### src/rtl/hpe_pkg.sv
// Package of register map, field layout and state types for the port error and byte count logic.
package hpe_pkg;
    // Register byte offsets.
    localparam logic [7:0] HPE_CTRL_OFS     = 8'h00;
    localparam logic [7:0] HPE_STATUS_OFS   = 8'h04;
    localparam logic [7:0] HPE_ISSUE_OFS    = 8'h08;
    localparam logic [7:0] HPE_ACTIVE_OFS   = 8'h0c;
    localparam logic [7:0] HPE_SEL_OFS      = 8'h10;
    localparam logic [7:0] HPE_COUNT_OFS    = 8'h14;
    localparam logic [7:0] HPE_STATE_OFS    = 8'h18;
    // Control register fields.
    localparam int HPE_CTRL_RUN_BIT   = 0;
    localparam int HPE_CTRL_SWEN_BIT  = 1;
    localparam int HPE_CTRL_DDIE_BIT  = 2;
    localparam int HPE_CTRL_GIE_BIT   = 3;
    localparam int HPE_CTRL_CLRC_BIT  = 4;
    // Status register fields, write one to clear except CR (bit 5), which a write does not change.
    localparam int HPE_ST_IFS_BIT  = 0;
    localparam int HPE_ST_PSS_BIT  = 1;
    localparam int HPE_ST_TFES_BIT = 2;
    localparam int HPE_ST_OFS_BIT  = 3;
    localparam int HPE_ST_DPS_BIT  = 4;
    localparam int HPE_ST_CR_BIT   = 5;
    localparam logic [31:0] HPE_CTRL_RST  = 32'h0000_0000;
    localparam logic [31:0] HPE_UNMAPPED  = 32'h0000_0000;
    localparam int HPE_SLOTS = 32;

    typedef enum logic [2:0] {
        HPE_IDLE,
        HPE_FATAL,
        HPE_FATAL_TF,
        HPE_WAIT_CLEAR,
        HPE_NON_FATAL,
        HPE_SW_IDLE,
        HPE_SW_ONE_DEV_ERR
    } hpe_state_e;

    // Error events from the link and transport side.
    typedef struct packed {
        logic fatal;
        logic single_dev;
        logic pio_i_fail;
        logic taskfile_err;
        logic non_fatal;
        logic sw_recovered;
    } hpe_err_s;

    // One completed data frame.
    typedef struct packed {
        logic        valid;
        logic        good;
        logic [4:0]  slot;
        logic [15:0] words;
        logic [15:0] desc_words;
        logic        queued;
        logic        last_of_desc;
        logic        desc_irq;
    } hpe_frame_s;
endpackage

### src/rtl/hpe_count.sv
// Per-slot transferred byte count store with padding-aware increment.
`timescale 1ns/1ps
module hpe_count
    import hpe_pkg::*;
(
    // Clock and reset
    input  wire logic        mclk_in,
    input  wire logic        rst_in,
    input  wire logic        ce_in,
    // Update port
    input  wire logic        upd_in,
    input  wire logic [4:0]  upd_slot_in,
    input  wire logic [15:0] upd_words_in,
    input  wire logic [15:0] upd_limit_in,
    input  wire logic        clr_in,
    input  wire logic [4:0]  clr_slot_in,
    // Read port
    input  wire logic [4:0]  rd_slot_in,
    output logic      [31:0] rd_count_out,
    output logic             ovf_out
);
    logic [31:0] cnt_q [HPE_SLOTS];
    logic [15:0] eff;
    logic        ovf;

    // One padding word above the descriptor word count is the zero fill, not overflow.
    always_comb begin
        eff = upd_words_in;
        ovf = 1'b0;
        if (upd_words_in > upd_limit_in) begin
            eff = upd_limit_in;
            ovf = (upd_words_in != 16'(upd_limit_in + 16'h0001));
        end
    end

    always_ff @(posedge mclk_in or posedge rst_in) begin
        if (rst_in) begin
            for (int i = 0; i < HPE_SLOTS; i++) begin
                cnt_q[i] <= 32'h0000_0000;
            end
            rd_count_out <= 32'h0000_0000;
            ovf_out      <= 1'b0;
        end else if (ce_in) begin
            ovf_out <= upd_in & ovf;
            if (clr_in) begin
                cnt_q[clr_slot_in] <= 32'h0000_0000;
            end
            if (upd_in) begin
                cnt_q[upd_slot_in] <= cnt_q[upd_slot_in] + {15'h0000, eff, 1'b0};
            end
            rd_count_out <= cnt_q[rd_slot_in];
        end
    end
endmodule

### src/rtl/hpe_port.sv
// Port error state machine, slot vectors, byte counts and descriptor-done interrupt over Wishbone.
`timescale 1ns/1ps
module hpe_port
    import hpe_pkg::*;
(
    // Clock, reset and enable
    input  wire logic        mclk_in,
    input  wire logic        rst_in,
    input  wire logic        ce_in,
    // Wishbone slave
    input  wire logic        wb_cyc_in,
    input  wire logic        wb_stb_in,
    input  wire logic        wb_we_in,
    input  wire logic [7:0]  wb_adr_in,
    input  wire logic [3:0]  wb_sel_in,
    input  wire logic [31:0] wb_dat_in,
    output logic      [31:0] wb_dat_out,
    output logic             wb_ack_out,
    // Transport events
    input  wire hpe_err_s    err_in,
    input  wire hpe_frame_s  frame_in,
    input  wire logic        cmd_done_in,
    input  wire logic [4:0]  cmd_slot_in,
    input  wire logic        tag_done_in,
    input  wire logic [4:0]  tag_slot_in,
    // Outputs
    output logic             irq_out,
    output logic             halted_out,
    output logic             count_ovf_out
);
    typedef struct packed {
        hpe_state_e  st;
        logic [31:0] ctrl;
        logic [5:0]  stat;
        logic [31:0] issue;
        logic [31:0] active;
        logic [4:0]  sel;
        logic        desc_pend;
        logic        done_pend;
        logic [4:0]  done_slot;
        logic        ack;
        logic [31:0] rdat;
    } hpe_regs_s;

    hpe_regs_s r_q;
    hpe_regs_s r_d;
    logic [31:0] count_rd;
    logic        ovf_pulse;
    logic        wr;
    logic        rd_cycle;
    logic        clr_cnt;
    logic        upd;

    function automatic logic [31:0] hpe_mask(input logic [31:0] d, input logic [3:0] sel);
        return {{8{sel[3]}}, {8{sel[2]}}, {8{sel[1]}}, {8{sel[0]}}} & d;
    endfunction

    assign rd_cycle = wb_cyc_in & wb_stb_in & ~r_q.ack;
    assign wr       = rd_cycle & wb_we_in;
    assign upd      = frame_in.valid & frame_in.good & ~frame_in.queued;
    assign clr_cnt  = wr & (wb_adr_in == HPE_COUNT_OFS);

    hpe_count u_count (
        .mclk_in      (mclk_in),
        .rst_in       (rst_in),
        .ce_in        (ce_in),
        .upd_in       (upd),
        .upd_slot_in  (frame_in.slot),
        .upd_words_in (frame_in.words),
        .upd_limit_in (frame_in.desc_words),
        .clr_in       (clr_cnt),
        .clr_slot_in  (r_q.sel),
        .rd_slot_in   (r_q.sel),
        .rd_count_out (count_rd),
        .ovf_out      (ovf_pulse)
    );

    always_comb begin
        logic [31:0] m;
        logic [5:0]  set;
        logic        run;
        logic        sw;
        m   = hpe_mask(wb_dat_in, wb_sel_in);
        set = 6'h00;
        r_d = r_q;
        run = r_q.ctrl[HPE_CTRL_RUN_BIT];
        sw  = r_q.ctrl[HPE_CTRL_SWEN_BIT];
        r_d.ack = rd_cycle;
        case (r_q.st)
            HPE_IDLE, HPE_SW_IDLE: begin
                if (err_in.taskfile_err) begin
                    r_d.st = HPE_FATAL_TF;
                end else if (err_in.fatal) begin
                    r_d.st = HPE_FATAL;
                end else if (err_in.non_fatal) begin
                    r_d.st = HPE_NON_FATAL;
                end
            end
            HPE_FATAL: begin
                set[HPE_ST_IFS_BIT] = 1'b1;
                set[HPE_ST_PSS_BIT] = err_in.pio_i_fail;
                r_d.st = (sw && err_in.single_dev) ? HPE_SW_ONE_DEV_ERR : HPE_WAIT_CLEAR;
            end
            HPE_FATAL_TF: begin
                set[HPE_ST_TFES_BIT] = 1'b1;
                r_d.st = sw ? HPE_SW_ONE_DEV_ERR : HPE_WAIT_CLEAR;
            end
            HPE_WAIT_CLEAR: begin
                if (!run) begin
                    r_d.st = HPE_IDLE;
                end
            end
            HPE_NON_FATAL: begin
                r_d.st = sw ? HPE_SW_IDLE : HPE_IDLE;
            end
            HPE_SW_ONE_DEV_ERR: begin
                if (err_in.sw_recovered) begin
                    r_d.st = HPE_SW_IDLE;
                end
            end
            default: begin
                r_d.st = HPE_IDLE;
            end
        endcase
        set[HPE_ST_OFS_BIT] = ovf_pulse;
        // Descriptor interrupt is latched per frame and released only on a good frame end.
        if (frame_in.valid && frame_in.desc_irq) begin
            r_d.desc_pend = 1'b1;
        end
        if (r_q.desc_pend && frame_in.valid && frame_in.good && frame_in.last_of_desc) begin
            set[HPE_ST_DPS_BIT] = 1'b1;
            r_d.desc_pend = 1'b0;
        end else if (frame_in.valid && !frame_in.good) begin
            r_d.desc_pend = 1'b0;
        end
        // Completion waits one cycle so the count store has absorbed the last frame.
        r_d.done_pend = cmd_done_in;
        r_d.done_slot = cmd_slot_in;
        if (r_q.done_pend) begin
            r_d.issue[r_q.done_slot] = 1'b0;
        end
        if (tag_done_in) begin
            r_d.active[tag_slot_in] = 1'b0;
        end
        if (wr) begin
            case (wb_adr_in)
                HPE_CTRL_OFS:   r_d.ctrl = (r_q.ctrl & ~hpe_mask(32'hffff_ffff, wb_sel_in)) | m;
                HPE_STATUS_OFS: r_d.stat = r_q.stat & ~{1'b0, m[4:0]};
                HPE_ISSUE_OFS:  r_d.issue = r_d.issue | m;
                HPE_ACTIVE_OFS: r_d.active = r_d.active | m;
                HPE_SEL_OFS:    r_d.sel = m[4:0];
                default: begin
                end
            endcase
        end
        // Hardware sets win over a same-cycle software clear.
        r_d.stat = r_d.stat | set;
        // Dropping run clears running flag and the outstanding vectors.
        if (!r_d.ctrl[HPE_CTRL_RUN_BIT]) begin
            r_d.stat[HPE_ST_CR_BIT] = 1'b0;
            r_d.issue = 32'h0000_0000;
            r_d.active = 32'h0000_0000;
        end else if (r_q.st == HPE_FATAL || r_q.st == HPE_FATAL_TF) begin
            r_d.stat[HPE_ST_CR_BIT] = 1'b0;
        end else if (!run && r_q.st != HPE_WAIT_CLEAR) begin
            r_d.stat[HPE_ST_CR_BIT] = 1'b1;
        end
        case (wb_adr_in)
            HPE_CTRL_OFS:   r_d.rdat = r_q.ctrl;
            HPE_STATUS_OFS: r_d.rdat = {26'h000_0000, r_q.stat};
            HPE_ISSUE_OFS:  r_d.rdat = r_q.issue;
            HPE_ACTIVE_OFS: r_d.rdat = r_q.active;
            HPE_SEL_OFS:    r_d.rdat = {27'h000_0000, r_q.sel};
            HPE_COUNT_OFS:  r_d.rdat = count_rd;
            HPE_STATE_OFS:  r_d.rdat = {29'h0000_0000, r_q.st};
            default:        r_d.rdat = HPE_UNMAPPED;
        endcase
    end

    always_ff @(posedge mclk_in or posedge rst_in) begin
        if (rst_in) begin
            r_q <= '{st: HPE_IDLE, ctrl: HPE_CTRL_RST, default: '0};
        end else if (ce_in) begin
            r_q <= r_d;
        end
    end

    assign wb_ack_out    = r_q.ack;
    assign wb_dat_out    = r_q.rdat;
    assign irq_out       = r_q.stat[HPE_ST_DPS_BIT] & r_q.ctrl[HPE_CTRL_DDIE_BIT] & r_q.ctrl[HPE_CTRL_GIE_BIT];
    assign halted_out    = (r_q.st == HPE_WAIT_CLEAR);
    assign count_ovf_out = r_q.stat[HPE_ST_OFS_BIT];

    fatal_flag_a: assert property (@(posedge mclk_in) disable iff (rst_in)
        ce_in && r_q.st == HPE_FATAL |=> r_q.stat[HPE_ST_IFS_BIT]) else $error("fatal flag not set");
    fatal_next_a: assert property (@(posedge mclk_in) disable iff (rst_in)
        ce_in && r_q.st == HPE_FATAL && !(r_q.ctrl[HPE_CTRL_SWEN_BIT] && err_in.single_dev)
        |=> r_q.st == HPE_WAIT_CLEAR) else $error("fatal wrong next");
    pio_flag_a: assert property (@(posedge mclk_in) disable iff (rst_in)
        ce_in && r_q.st == HPE_FATAL && err_in.pio_i_fail |=> r_q.stat[HPE_ST_PSS_BIT]) else $error("pio flag");
    tf_path_a: assert property (@(posedge mclk_in) disable iff (rst_in)
        ce_in && r_q.st == HPE_FATAL_TF && r_q.ctrl[HPE_CTRL_SWEN_BIT]
        |=> r_q.st == HPE_SW_ONE_DEV_ERR && r_q.stat[HPE_ST_TFES_BIT]) else $error("taskfile path");
    halt_hold_a: assert property (@(posedge mclk_in) disable iff (rst_in)
        ce_in && r_q.st == HPE_WAIT_CLEAR && r_q.ctrl[HPE_CTRL_RUN_BIT] |=> r_q.st == HPE_WAIT_CLEAR)
        else $error("halt left early");
    cr_drop_a: assert property (@(posedge mclk_in) disable iff (rst_in)
        !r_q.ctrl[HPE_CTRL_RUN_BIT] |-> !r_q.stat[HPE_ST_CR_BIT]) else $error("running flag stuck");
    nonfatal_ret_a: assert property (@(posedge mclk_in) disable iff (rst_in)
        ce_in && r_q.st == HPE_NON_FATAL && !r_q.ctrl[HPE_CTRL_SWEN_BIT] |=> r_q.st == HPE_IDLE)
        else $error("non fatal return");
    irq_gate_a: assert property (@(posedge mclk_in) disable iff (rst_in)
        irq_out |-> r_q.ctrl[HPE_CTRL_GIE_BIT] && $past(r_q.stat[HPE_ST_DPS_BIT]) || r_q.stat[HPE_ST_DPS_BIT])
        else $error("irq without cause");
    bad_crc_a: assert property (@(posedge mclk_in) disable iff (rst_in)
        ce_in && frame_in.valid && !frame_in.good && !r_q.stat[HPE_ST_DPS_BIT] |=> !r_q.stat[HPE_ST_DPS_BIT])
        else $error("done on bad crc");
    wb_ack_a: assert property (@(posedge mclk_in) disable iff (rst_in)
        wb_ack_out |=> !wb_ack_out) else $error("ack held"); 

    fatal_c: cover property (@(posedge mclk_in) disable iff (rst_in) r_q.st == HPE_WAIT_CLEAR ##[1:50] r_q.st == HPE_IDLE);
    swerr_c: cover property (@(posedge mclk_in) disable iff (rst_in) r_q.st == HPE_SW_ONE_DEV_ERR);
    dps_c:   cover property (@(posedge mclk_in) disable iff (rst_in) irq_out);
    ovf_c:   cover property (@(posedge mclk_in) disable iff (rst_in) ovf_pulse);
endmodule

### config.mk
export PLATFORM = sky130hd
export DESIGN_NAME = hpe_port
export DESIGN_NICKNAME = d
export VERILOG_FILES = /design/src/rtl/hpe_pkg.sv /design/src/rtl/hpe_count.sv /design/src/rtl/hpe_port.sv
export SDC_FILE = /design/constraint.sdc
export NUM_CORES = 2
export LEC_CHECK = 0
export BUFFER_PORTS_ARGS = -buffer_cell sky130_fd_sc_hd__buf_2
export CAP_MARGIN = 10
export CORE_UTILIZATION = 45
export DETAILED_ROUTE_END_ITERATION = 8
export PLACE_DENSITY = 0.58
export SKIP_LAST_GASP = 1
export SLEW_MARGIN = 5
export SYNTH_ARGS = -nofsm -noshare
export SYNTH_HDL_FRONTEND = slang
export SYNTH_SLANG_ARGS = --single-unit
### constraint.sdc
create_clock -name mclk_in -period 49.7 [get_ports mclk_in]
set_input_delay 4.97 -clock mclk_in [delete_from_list [all_inputs] [get_ports mclk_in]]
set_output_delay 4.97 -clock mclk_in [all_outputs]
set_load 0.005 [all_outputs]
==> metrics.txt <==
P per Cell Area 33.9 mW/mm2; Leak 30.2 nW; pin slew with the least headroom to its limit 1.59 ns; FILL cells 12.3k; initial antenna violation count 17; clock root buffer clkbuf_16; Fin Hold WS 0.477 ns; Num CTS Buffers 136; pre-CTS setup slack 37.76 ns; yosys warns 0; CP Capture Type flop; R2R Setup Slk 43.80 ns; failing checks slew limit; H-tree depth 4; register area share after synthesis 0.476; # IOs 146; status complete, but fails checks; placed instance area 0.0665 mm2; worst vdd ir 39.5 uV; critical path cell sequence buf_8 > buf_4 > buf_4 > mux4_2 > o22ai_1 > nor4_1 > ha_1 > o21a_1 > o31a_1 > o221ai_1 > a211oi_1 > o31ai_2 > nand2_1 > xor2_1 > and2_1 > a22o_1; post-route setup slack 38.14 ns; final critical-path required period 11.56 ns; core area 0.140 mm2; Pins Over Slew Limit 1; final setup TNS 0 ns; Nets 5,655; final hold vios 0; Final Skew 0.0366 ns; area delta synth->final 12.1%; flops & latches, synth 1,207; area of the mapped netlist 0.0635 mm2; final setup fails 0; Die Ht 378 um; detailed-route via count 53.1k; Crit path buffers/inverters 3; RR Startpoint u_count.cnt_q[899]$_DFFE_PP0P_; layout cells sized above 1 0.217; RR Endpoint u_count.cnt_q[945]$_DFFE_PP0P_; via/cell ratio 7.07; Overall Global Routing Usage 0.377; Starting Density 0.454; distinct cell type count after synthesis 80; clock sinks 1,207; DR iter-0 viols 7,458; asr flop ratio synth 1.00; Multi-input gate area 0.0315 mm2; critical path peak fanout 75; CP Launch Type input port; number of synthesized flops with an enable pin 0; Worst path top cell family by delay compound AO/OA/AOI/OAI gates; CTS Hold Bufs 0; post-route cell area 0.0712 mm2; Hold EP wb_dat_out[17]$_DFFE_PP0P_; die width 378 um; Pwr Total 2.41 mW; first-pass GRT wire length 383,000 um; MaxCap Viol Count 0; Routed wire per std cell 35.8 um; Reg2Reg Depth 13; DRC 0; Post-Syn Area per Cell 11.4 um2; worst hold-check path type flop to flop; post-route ant nets 0; Synth top area share 0.476; synthesized instance count 5,585; Worst EP required 50.43 ns; cell type with the largest total area after synthesis dfrtp_1; CP max stage cell nor4_1; clk slew on worst S/H paths 0.06 ns; crit share post-route 0.233; Hold Path Depth 1; drt first pass iters 8; Post-Route WL 269,000 um; crit-path most repeated cell buf_4; register area 0.0302 mm2; DIE AREA 0.143 mm2; routability cong. 0.964; Main synth FF type dfrtp_1; Mapped Nets 5,729; CTS tree built; Synth area leaders dfrtp_1 48%, mux4_2 15%, a22o_1 7.3%; most frequent cells after synthesis 1,207 x dfrtp_1, 743 x nand2_1, 532 x a22o_1, 497 x o21ai_0, 420 x mux4_2; Overflow after GRT 0; fmax 86.5 MHz; CTS resizes 0; row count 137; Port Buffer Count 145; critical path class input port to flop; most frequent cell after synthesis dfrtp_1; number of buffers added for setup after CTS 0; clock latency on the worst-skew pair 0.82 ns; RSZ-0062 raised after global routing false; placed wire-length estimate 166,000 um; CTS Buffer Depth 3; max incr delay on CP 0.80 ns; headroom to the max-slew limit -0.0595; Data arrival, critical path 12.30 ns; Worst Hold Launch wb_dat_out[17]$_DFFE_PP0P_; vias in the first global route 51.4k; largest net degree at the start of global routing 178
## stage by stage
| step | instances | util |
|---|---|---|
| after floorplan | 5585 | - |
| after global placement | 7248 | 0.476 |
| final | 7509 | 0.509 |
| after CTS | 7495 | 0.509 |
| after global routing | 7499 | 0.509 |
| after detailed placement | 7248 | 0.476 |
## worst reg2reg max path, stage by stage (launching register included)
cell      delay [ns]
dfrtp_1         0.37
mux4_2          0.27
o22ai_1         0.08
nor4_1          0.90
ha_1            0.42
nor2b_1         0.17
o31a_1          0.28
o221ai_1        0.35
a211oi_1        0.17
o31ai_2         0.79
nand2_1         0.35
xor2_1          0.76
and2_1          0.65
a22o_1          0.26
## placed cells by master, fill, tap and decap left out, drive strengths merged, types with 13 or more instances in the layout
cell,n
o21ai,655
nand4,14
a22o,532
a21oi,140
ha,33
inv,35
o2bb2ai,34
o211ai,13
nor3,49
dfrtp,1207
xnor2,20
a222oi,26
nor2,207
buf,350
and2,23
mux4,420
clkbuf,206
xor2,23
mux2,111
nand3,52
a221oi,16
a31oi,15
nor4,47
diode,13
clkinv,25
nand2,743
nor2b,15
mux2i,247
a22oi,35
o22ai,166
## worst max path at each step
stage,from,cells past startpoint,slack [ns],to
floorplan,rst_in,1,10.73,asynchronous set/reset pin
finish,frame_in[36],16,38.14,u_count.cnt_q[945]$_DFFE_PP0P_
detailed placement,frame_in[36],16,37.76,u_count.cnt_q[657]$_DFFE_PP0P_
CTS,frame_in[36],16,38.60,u_count.cnt_q[945]$_DFFE_PP0P_
global route,frame_in[36],16,38.18,u_count.cnt_q[945]$_DFFE_PP0P_
global placement,frame_in[36],16,37.83,u_count.cnt_q[849]$_DFFE_PP0P_
## per-layer routing
layer	global-route usage	up-vias	share of wire
met2	0.543	4016	0.43
li1	-	20974	-
met3	0.143	898	0.14
met1	0.488	27175	0.37
met5	0	-	0.00089
met4	0.210	16	0.063
## cell families (layout without fill, tap and decap cells)
logic type / count (synthesis) / count (layout) / share of synthesized area
adders and majority gates: 34 / 34 / 0.00682
buffers and inverters: 593 / 628 / 0.0398
other: 0 / 13 / 0
xor gates and xnor gates: 43 / 43 / 0.00593
and+or+nand+nor: 1234 / 1234 / 0.0851
DFF: 1207 / 1207 / 0.476
muxes: 778 / 778 / 0.208
AOI/OAI and AO/OA: 1696 / 1696 / 0.179
## layout make-up
| cell class | instances | share of cell area |
|---|---|---|
| multi-input combinational | 3785 | 0.442 |
| sequential | 1207 | 0.425 |
| clock buffer | 205 | 0.0582 |
| timing repair buffer | 351 | 0.0334 |
| tap | 1876 | 0.0330 |
| clock inverter | 42 | 0.00638 |
| inverter | 30 | 0.00172 |
| antenna | 13 | 0.000457 |
## state kept, by name (all words and copies together) (netlist names), named ones only
register	count
u_count.rd_count_out	32
r_q	85
wb_ack_out	1
u_count.ovf_out	1
u_count.cnt_q	1024
wb_dat_out	32
count_ovf_out	1
## where the power goes
group / switching, mW / total, mW / internal [mW]
Sequential: 0.0418 / 1.07 / 1.03
Clock: 0.438 / 1.05 / 0.614
Combinational: 0.185 / 0.292 / 0.107
Note: power is estimated with default switching activity, not from simulation.
